## src/rtl/vsb_pkg.sv

```systemverilog
// holds command codes, register indices, reset values and protection levels
// of the per-page output voltage setpoint bank; shared by both rtl modules
package vsb_pkg;

  localparam int VW = 16;
  localparam int CW = 8;
  localparam int LW = 3;
  localparam int NREG = 6;

  localparam logic [CW-1:0] CMD_MODE = 8'h20;
  localparam logic [CW-1:0] CMD_NOM = 8'h21;
  localparam logic [CW-1:0] CMD_TRIM = 8'h22;
  localparam logic [CW-1:0] CMD_CAL = 8'h23;
  localparam logic [CW-1:0] CMD_CEIL = 8'h24;
  localparam logic [CW-1:0] CMD_MHI = 8'h25;
  localparam logic [CW-1:0] CMD_MLO = 8'h26;

  localparam logic [2:0] IDX_NOM = 3'h0;
  localparam logic [2:0] IDX_TRIM = 3'h1;
  localparam logic [2:0] IDX_CAL = 3'h2;
  localparam logic [2:0] IDX_CEIL = 3'h3;
  localparam logic [2:0] IDX_MHI = 3'h4;
  localparam logic [2:0] IDX_MLO = 3'h5;

  localparam logic [VW-1:0] RST_NOM = 16'h0384;
  localparam logic [VW-1:0] RST_TRIM = 16'h0000;
  localparam logic [VW-1:0] RST_CAL = 16'h0000;
  localparam logic [VW-1:0] RST_CEIL = 16'h0BEA;
  localparam logic [VW-1:0] RST_MHI = 16'h03B1;
  localparam logic [VW-1:0] RST_MLO = 16'h0357;
  localparam logic [NREG-1:0][VW-1:0] RST_VALS =
    {RST_MLO, RST_MHI, RST_CEIL, RST_CAL, RST_TRIM, RST_NOM};

  localparam logic [7:0] MODE_VAL = 8'h40;
  localparam logic [LW-1:0] SP_LEN = 3'h2;
  localparam logic [LW-1:0] MODE_LEN = 3'h1;

  localparam logic [7:0] WP_NONE = 8'h00;
  localparam logic [7:0] WP_DMA = 8'h02;
  localparam logic [7:0] WP_VCMD = 8'h20;

  typedef enum logic [1:0] {
    VSB_SEL_NOM = 2'b00,
    VSB_SEL_MLO = 2'b01,
    VSB_SEL_MHI = 2'b10
  } vsb_sel_t;

endpackage : vsb_pkg

```

## src/rtl/vsb_target_calc.sv

```systemverilog
// holds the per-page target arithmetic: active setpoint plus trim plus
// offset, clamped to zero and the ceiling; purely combinational
`timescale 1ns/1ps
module vsb_target_calc (
  input wire logic [1:0] sel_in,
  input wire logic [vsb_pkg::VW-1:0] nom_in,
  input wire logic [vsb_pkg::VW-1:0] mhi_in,
  input wire logic [vsb_pkg::VW-1:0] mlo_in,
  input wire logic [vsb_pkg::VW-1:0] trim_in,
  input wire logic [vsb_pkg::VW-1:0] cal_in,
  input wire logic [vsb_pkg::VW-1:0] ceil_in,
  output logic [vsb_pkg::VW-1:0] target_out
);
  import vsb_pkg::*;

  logic [VW-1:0] act;
  logic signed [VW+1:0] sum;

  always_comb begin
    case (sel_in)
      VSB_SEL_MHI: act = mhi_in;
      VSB_SEL_MLO: act = mlo_in;
      default: act = nom_in;
    endcase
    sum = $signed({2'b00, act}) + $signed({{2{trim_in[VW-1]}}, trim_in})
      + $signed({{2{cal_in[VW-1]}}, cal_in});
    if (sum < 0) begin
      target_out = '0;
    end else if (sum > $signed({2'b00, ceil_in})) begin
      target_out = ceil_in;
    end else begin
      target_out = sum[VW-1:0];
    end
  end

endmodule : vsb_target_calc

```

## src/rtl/vsb_setpoint_bank.sv

```systemverilog
// holds the paged output voltage setpoint bank with its command port and
// the registered regulation targets, one per page
// assumes one command per cycle at most, from a bus front end in this clock
//
// Summary of operation
// - nominal setpoint at 21h, used in nominal
// - nominal setpoint resets to 0384h
// - signed trim at 22h, resets zero, added
// - signed calibration offset at 23h, added
// - ceiling at 24h, target never exceeds it
// - ceiling resets to 0BEAh
// - upper margin at 25h, used in margin high
// - upper margin resets to 3B1h
// - lower margin at 26h, used in margin low
// - lower margin resets to 357h
// - two data bytes, all bits read/write
// - protect level 20h passes only nominal writes
// - mode query returns 40h, direct 1mV
`timescale 1ns/1ps
module vsb_setpoint_bank #(
  parameter int PAGES = 2,
  parameter int PAGE_W = 1
) (
  input wire logic CLK_IN,
  input wire logic RESET_IN,
  input wire logic CMD_VALID_IN,
  input wire logic CMD_WRITE_IN,
  input wire logic [vsb_pkg::CW-1:0] CMD_CODE_IN,
  input wire logic [PAGE_W-1:0] CMD_PAGE_IN,
  input wire logic [vsb_pkg::LW-1:0] CMD_LEN_IN,
  input wire logic [vsb_pkg::VW-1:0] CMD_WDATA_IN,
  input wire logic [7:0] WP_LEVEL_IN,
  input wire logic [2*PAGES-1:0] OP_SEL_IN,
  output logic CMD_ACK_OUT,
  output logic CMD_REJECT_OUT,
  output logic [vsb_pkg::VW-1:0] CMD_RDATA_OUT,
  output logic [PAGES*vsb_pkg::VW-1:0] TARGET_OUT
);
  import vsb_pkg::*;

  logic [VW-1:0] regs [PAGES][NREG];
  logic [VW-1:0] next_regs [PAGES][NREG];
  logic next_ack;
  logic next_reject;
  logic [VW-1:0] next_rdata;
  logic [PAGES*VW-1:0] next_target;
  logic [CW-1:0] offs;
  logic [2:0] idx;
  logic is_sp;
  logic page_bad;
  logic wr_allowed;

  assign offs = CMD_CODE_IN - CMD_NOM;
  assign idx = offs[2:0];
  assign is_sp = (CMD_CODE_IN >= CMD_NOM) && (CMD_CODE_IN <= CMD_MLO);
  assign page_bad = int'(CMD_PAGE_IN) >= PAGES;

  // unknown protection levels are treated as locking everything here
  always_comb begin
    if (WP_LEVEL_IN == WP_NONE) begin
      wr_allowed = 1'b1;
    end else if (WP_LEVEL_IN == WP_VCMD || WP_LEVEL_IN == WP_DMA) begin
      wr_allowed = (idx == IDX_NOM);
    end else begin
      wr_allowed = 1'b0;
    end
  end

  always_comb begin
    next_regs = regs;
    next_ack = 1'b0;
    next_reject = 1'b0;
    next_rdata = CMD_RDATA_OUT;
    if (CMD_VALID_IN) begin
      next_ack = 1'b1;
      next_rdata = '0;
      if (CMD_CODE_IN == CMD_MODE) begin
        if (CMD_WRITE_IN || CMD_LEN_IN != MODE_LEN) begin
          next_reject = 1'b1;
        end else begin
          next_rdata = {8'h00, MODE_VAL};
        end
      end else if (!is_sp || page_bad || CMD_LEN_IN != SP_LEN) begin
        next_reject = 1'b1;
      end else if (CMD_WRITE_IN) begin
        if (wr_allowed) begin
          next_regs[CMD_PAGE_IN][idx] = CMD_WDATA_IN;
        end else begin
          next_reject = 1'b1;
        end
      end else begin
        next_rdata = regs[CMD_PAGE_IN][idx];
      end
    end
  end

  for (genvar p = 0; p < PAGES; p++) begin : g_page
    vsb_target_calc u_calc (
      .sel_in(OP_SEL_IN[2*p +: 2]),
      .nom_in(regs[p][IDX_NOM]),
      .mhi_in(regs[p][IDX_MHI]),
      .mlo_in(regs[p][IDX_MLO]),
      .trim_in(regs[p][IDX_TRIM]),
      .cal_in(regs[p][IDX_CAL]),
      .ceil_in(regs[p][IDX_CEIL]),
      .target_out(next_target[p*VW +: VW])
    );
  end

  always_ff @(posedge CLK_IN) begin
    if (RESET_IN) begin
      for (int p = 0; p < PAGES; p++) begin
        for (int i = 0; i < NREG; i++) begin
          regs[p][i] <= RST_VALS[i];
        end
      end
      CMD_ACK_OUT <= 1'b0;
      CMD_REJECT_OUT <= 1'b0;
      CMD_RDATA_OUT <= '0;
      TARGET_OUT <= '0;
    end else begin
      regs <= next_regs;
      CMD_ACK_OUT <= next_ack;
      CMD_REJECT_OUT <= next_reject;
      CMD_RDATA_OUT <= next_rdata;
      TARGET_OUT <= next_target;
    end
  end

  if (PAGES > 1) begin : g_iso

  end
endmodule : vsb_setpoint_bank

```

## config.mk

```make
export PLATFORM = sky130hd
export DESIGN_NAME = vsb_setpoint_bank
export DESIGN_NICKNAME = d
export VERILOG_FILES = /design/src/rtl/vsb_pkg.sv /design/src/rtl/vsb_target_calc.sv /design/src/rtl/vsb_setpoint_bank.sv
export SDC_FILE = /design/constraint.sdc
export NUM_CORES = 1
export LEC_CHECK = 0
export ABC_AREA = 1
export BUFFER_PORTS_ARGS = -buffer_cell sky130_fd_sc_hd__clkbuf_2
export CAP_MARGIN = 15
export CORE_MARGIN = 1
export CORE_UTILIZATION = 45
export CTS_CLUSTER_DIAMETER = 200
export DETAILED_ROUTE_END_ITERATION = 12
export GPL_TIMING_DRIVEN = 0
export SYNTH_ARGS = -nofsm -noshare
export SYNTH_HDL_FRONTEND = slang
export SYNTH_HIERARCHICAL = 1
export SYNTH_SLANG_ARGS = --single-unit
export TNS_END_PERCENT = 1
```

## constraint.sdc

```tcl
create_clock -name CLK_IN -period 4.7 [get_ports CLK_IN]
set_input_delay 0.94 -clock CLK_IN [delete_from_list [all_inputs] [get_ports CLK_IN]]
set_output_delay 0.94 -clock CLK_IN [all_outputs]
set_load 0.02 [all_outputs]
```

* Yosys cells after proc, flatten, opt, wreduce, memory -nomap -nowiden
Cells that the tools add are included.
** Cells by class
- $add $sub $neg :: 5
- Order comparisons :: 10
- Eq/ne operators :: 9
- Multiplexer cells :: 27
- Bitwise gates (word level) :: 5
- Reductions and logical operators :: 13
** Operators by type and width (count)
- $mux W96 :: 4
- $bwmux W192 :: 1
- $mux W16 :: 8
- $demux W96 S1 :: 1
- $pmux W16 S2 :: 2
- $bmux W16 S3 :: 1
- $demux W16 S3 :: 1
- $add A17 B16 Y18 :: 2
- $add A18 B16 Y18 :: 2
- $gt A18 B17 Y1 :: 2
- $lt A18 B1 Y1 const B :: 2
- $eq A8 B6 Y1 const B :: 2
- $eq A8 B2 Y1 const B :: 1
- $ge A8 B6 Y1 const B :: 1
- $le A8 B6 Y1 const B :: 1
- $logic_not A8 Y1 :: 1
- $mux W1 :: 8
- $mux W7 :: 1
- $reduce_or A2 Y1 :: 3
- $reduce_and A5 Y1 :: 1
- $eq A2 B1 Y1 const B :: 2
- $eq A2 B2 Y1 const B :: 2
- $ge A4 B4 Y1 const B :: 1
- $lt A4 B1 Y1 const B :: 1
- 12 further kinds :: 18
** Storage, ports and cells
- Bits in registers :: 242
- Bits of input ports :: 44
- Output and inout bits :: 50

* Logic depth before layout (Yosys ltp)
- Word-level depth :: 10
- Depth in mapped cells :: 33

* By module
Netlist, hierarchy kept.
** By module, submodules not included
- vsb_setpoint_bank :: instances 1, cells an instance 1723, area each 11131.9 µm²
- vsb_target_calc at g_page[0].u_calc :: instances 1, cells an instance 363, area each 2255.9 µm²
- vsb_target_calc at g_page[1].u_calc :: instances 1, cells an instance 369, area each 2243.4 µm²

* Least setup slack after synthesis
Ideal clock, no wire load.
- Path type :: input to register
- Start point :: input port OP_SEL_IN[2]
- End point :: register TARGET_OUT[21] (netlist bit)
- Data arrival time :: 4.808 ns
- Setup slack :: -0.235 ns
- Cell stages on the path :: 32
- Path buffers :: 2
- Path through :: inv_1 ha_1 clkbuf_1 inv_1 nor2_1 a21oi_1 fa_1 ha_1 inv_1 fa_1 o21ai_2 nand3_1 nand2_1 nand3_1 nand2_1 xor2_1 ha_1 nand2_1 nor2_1 nand3_1 nand3_1 nand2_1 nand2_1 nand2_1 nand2_1 nand2_1 nand2_2 buf_4 nor2_1 nor2_1 inv_1 nor2_1
** On the way
- Longest elaborated chain between the ends :: 6
** RTL lines
- start: declaration :: line vsb_setpoint_bank.sv:33 : input wire logic [2*PAGES-1:0] OP_SEL_IN,
- $eq A2 B1 Y1 or $eq A2 B2 Y1 (tied branches) :: line vsb_target_calc.sv:20 : case (sel_in)
- $pmux W16 S2 * :: line vsb_target_calc.sv:20
- $add A17 B16 Y18 * :: line vsb_target_calc.sv:25 : sum = $signed({2'b00, act}) + $signed({{2{trim_in[VW-1]}}, trim_in})
- $add A18 B16 Y18 * :: line vsb_target_calc.sv:26 : + $signed({{2{cal_in[VW-1]}}, cal_in});
- $gt A18 B17 Y1 or $lt A18 B1 Y1 (tied branches) :: line vsb_target_calc.sv:29, vsb_target_calc.sv:27
- $mux W16 or $reduce_or A2 Y1 (tied branches)
- end signal: assignment :: line vsb_setpoint_bank.sv:126 : TARGET_OUT <= next_target;
- end: declaration :: line vsb_setpoint_bank.sv:37 : output logic [PAGES*vsb_pkg::VW-1:0] TARGET_OUT
Mark *: on every way between the ends. The rest lies on a longest branch, timed or not.
A chain may end at the register's enable or synchronous reset.

* Worst setup path in the final report
- Start point :: input port OP_SEL_IN[1]
- End point :: register TARGET_OUT[1] (netlist bit)
Same word-level chain as after synthesis.

==> metrics list <==
* Count of synthesis-stage warnings from yosys: 6
* HP Class: flip-flop to flip-flop
- In this run the power spent charging and discharging nets is ~1.8 mW.
- Post-detailed-route count of antenna-violating nets: 0
* Startpoint type of the worst setup path: input port
- Final HPWL from detailed placement: 52.4 mm
* Reg-to-reg slack, setup: 610 ps
* Switching part of the total power: 30.2%
- After synthesis the cells add up to 15600 sq um.
- Max-cap violations in this run came to 0.
- CTS built an H-tree with a depth of 1.
* Router iterations before antenna repair: 6
- In the synthesized netlist the dominant register cell turns out to be dfxtp_1.
- Critical path data required time: 5200 ps
- Placed Instance Area: 16700 sq um
- Main area contributors after synthesis: dfxtp_1 (31%), nand2_1 (15%), nor2_1 (11%)
- Entering global routing, the biggest net connects 15 pins.
- Startpoint of the worst-slack reg-to-reg timing path: regs[99]$_SDFFE_PP0P_
* WHS: between 400 and 500 ps
- The library cell used most frequently in the layout, excluding fill and tap cells, is nand2_1.
- Internal Pwr Total: roughly 4.1 mW
- Final period demand of the worst path: 4620 ps
- Of all cell types, the one taking the most synthesized area is dfxtp_1.
* Slowest stage delay, CP: about 520 ps
- Maximum buffer depth of the clock tree: 3
- The number of nets in the synthesized netlist is 2609.
- Vias post-DR: 16900
- Clock-pin slew on the worst setup and hold paths: 60 ps
- For this run, the top clock speed supported by timing is 0.216 GHz.
- Power density relative to cell area: around 300 nW/um^2
- Number of failing hold endpoints at the final stage: 0
- Number of antenna violations at the first check in global routing: 1
* Core area: 33900 sq um
- The run finished with clean final reports.
- Fraction of layout instances using a drive strength above 1: between 10% and 20%
- Row Count: 67
* Hold_buf cts: 0
* Cts bufs inserted: 30
* Maximum fanout count along the critical path: 8
- Post-synth EDFFs: 0
- Leakage power figure: 9.67 nW
* Antenna diode count: 0
- At the end of the flow, the number of nets in the layout was roughly 2800.
- The clock network burns a little over two fifths of the power.
- Using the TritonRoute via totals, the vias-per-cell ratio works out to 5.51.
- Averaged over all synthesized cells, the footprint is 6.37 sq um.
- Most frequent cells in the layout: nand2_1 (630), nor2_1 (457), inv_1 (273), dfxtp_1 (242), a21oi_1 (134)
- Maximum clock skew at final layout: 31.1 ps
- Sum Neg Setup Slack: 0 ps
- Counting every sink on the clock net gives 242.
* Type of element capturing the critical path: flip-flop
* Setup repair after global routing missed its margin: true
- The number of slew-limit violations in the final report came to 0.
- Fraction of synthesized cell area taken by the top area cell type: 31.0%
- Global-route wire length before repair: 97.2 mm
* Setup ws final: roughly 80 ps
- In this run the most critical hold path is launched from CMD_RDATA_OUT[12]$_SDFFE_PP0P_.
- Cells after synthesis: between 2000 and 2500
- The count of buffers added on input and output ports is 92.
- Number of failing setup endpoints in the final timing report: 0
- Dividing the detail-routed wire length by the instance count gives 22.1 microns.
- Most frequent CP cell: nand2_1
* Die W: 188 microns
* Worst hold path stage count: 2
- Endpoint of the lowest-slack register-to-register path: TARGET_OUT[1]$_SDFF_PP0_
- WS Path Type: input port to flip-flop
* Maximum resistive drop on vdd: ~0.28 mV
* Area growth from synthesis to layout: 20.9%
- Worst slack at placement: -1170 ps
- In this run, the number of DRC markers left after iteration 0 of detailed routing was ~1800.
- TritonCTS built the clock tree.
- The floorplan step defined a die boundary enclosing 35500 sq um.
- The finished cells cover 18900 sq um.
- Measured in cells, the most critical reg-to-reg path has a length of 24.
- Period utilization: 98.3%
* Number of ports placed on the die boundary: 94
- Clock latency reported for the late side of the worst-skew pair: between 500 and 600 ps
- Per report_power, the sequential group accounts for 36.1% of the total.
- Worst hold endpoint: CMD_RDATA_OUT[12]$_SDFFE_PP0P_
* Cell with the largest stage delay on the worst path: fa_1
- The worst pin sits at a relative slew slack of 15.1%.
- Library cells used by synthesis: 46
- Of the total power, combinational logic draws 20.0%.
- After synthesis the netlist holds a flip-flop and latch count of about 240.
- Data on the critical path arrives at its endpoint at between 5000 and 6000 ps.
- Share of synthesized flip-flops with an asynchronous set or reset: 0%
- The via count of the first global-routing pass came to 15400.
- For this run, the total global-route usage over all layers was measured as a little under two fifths.
- The total overflow left after global routing is 0.
- Height of the chip: about 190 microns
- Final GP Congestion: ~1.1
- Clock tree root driver cell: clkbuf_16
- Seq/Total Area, Yosys: between 30 and 40%
- Total DRC errors in the routed layout: 0
- For the pin with the worst max-slew slack, the measured transition is 1270 ps.
- Starting utilization of the core area: 46.2%
- Routed Wire Length: 67.9 mm
[repair_timing]
action,in CTS,in global routing
pin swaps,8,45
resized for setup,60,128
setup endpoints to repair,32,32
buffers inserted,7,14
gates cloned,0,5
[per-stage QoR]
stage / power [mW] / util [%] / std cells
floorplan: 2.76 / - / 2455
CTS: 5.68 / 53.5 / 3054
global placement: 3.10 / 49.3 / 2995
finish: 5.82 / 55.8 / 3074
global route: 6.01 / 55.8 / 3074
detailed placement: 3.11 / 49.5 / 2998
[synthesized netlist by cell type (all sizes together), types with 2 or more instances]
cell type	count
nand2	655
nor2	474
inv	284
dfxtp	242
a21oi	178
o21ai	137
nand3	104
clkbuf	97
ha	74
nand4	65
buf	47
fa	36
xor2	17
xnor2	7
nor3	6
o22ai	6
a21o	4
a221o	4
a31oi	3
o21a	3
nand3b	2
nor4	2
o21bai	2
[state kept, by name (all words and copies together) (netlist names)]
name            flops
regs              192
CMD_RDATA_OUT      16
CMD_REJECT_OUT      1
CMD_ACK_OUT         1
TARGET_OUT         32
[logic make-up (layout without fill, tap and decap cells)]
family	count (synthesis)	after routing	synth area share, %
flops	242	242	31.0
simple gates	1310	1310	34.9
xor+xnor	24	24	1.39
buf+inv	429	600	10.9
fa+ha+maj	110	110	10.5
compound gates	340	340	11.4
[per-layer routing]
| metal | GRT usage [%] | vias to the layer above | part of all wire [%] |
|---|---|---|---|
| met5 | 0 | - | 0 |
| met4 | 18.7 | 0 | 6.1 |
| met3 | 7.62 | 185 | 9.9 |
| met2 | 56.2 | 919 | 42 |
| met1 | 50.8 | 7822 | 42 |
| li1 | - | 8000 | - |
[worst max-delay path, delay by kind of cell]
family	cells	cell delay (ps)
buf+inv	8	730
compound gates	2	120
simple gates	18	1490
xor+xnor	1	230
fa+ha+maj	5	1610
[power by group through the flow]
| stage | registers [mW] | clock network, mW | logic, mW |
|---|---|---|---|
| 2_1_floorplan | 2.20 | 0 | 0.557 |
| 3_3_place_gp | 2.15 | 0 | 0.949 |
| 3_5_place_dp | 2.15 | 0 | 0.958 |
| 4_1_cts | 2.10 | 2.57 | 1.01 |
| 5_1_grt | 2.10 | 2.66 | 1.24 |
| 6_report | 2.10 | 2.56 | 1.16 |
[final cells by class]
cell class	count	area, sq um
sequential	242	4840
inverter	285	1090
timing repair buffer	122	798
fill	3455	15000
buffer	139	694
multi-input combinational	1784	9840
tap	448	561
clock buffer	40	850
clock inverter	14	229
[worst max-delay path by stage]
stage,cells after the start,endpoint,slack [ps],from
floorplan,25,TARGET_OUT[10]$_SDFF_PP0_,-5,OP_SEL_IN[1]
global placement,27,TARGET_OUT[14]$_SDFF_PP0_,-1170,OP_SEL_IN[0]
detailed placement,28,TARGET_OUT[11]$_SDFF_PP0_,-1170,OP_SEL_IN[0]
CTS,34,TARGET_OUT[11]$_SDFF_PP0_,2,OP_SEL_IN[0]
global route,34,TARGET_OUT[11]$_SDFF_PP0_,-100,OP_SEL_IN[1]
finish,34,TARGET_OUT[1]$_SDFF_PP0_,80,OP_SEL_IN[1]
No activity file was read; power rests on OpenSTA's default activity.
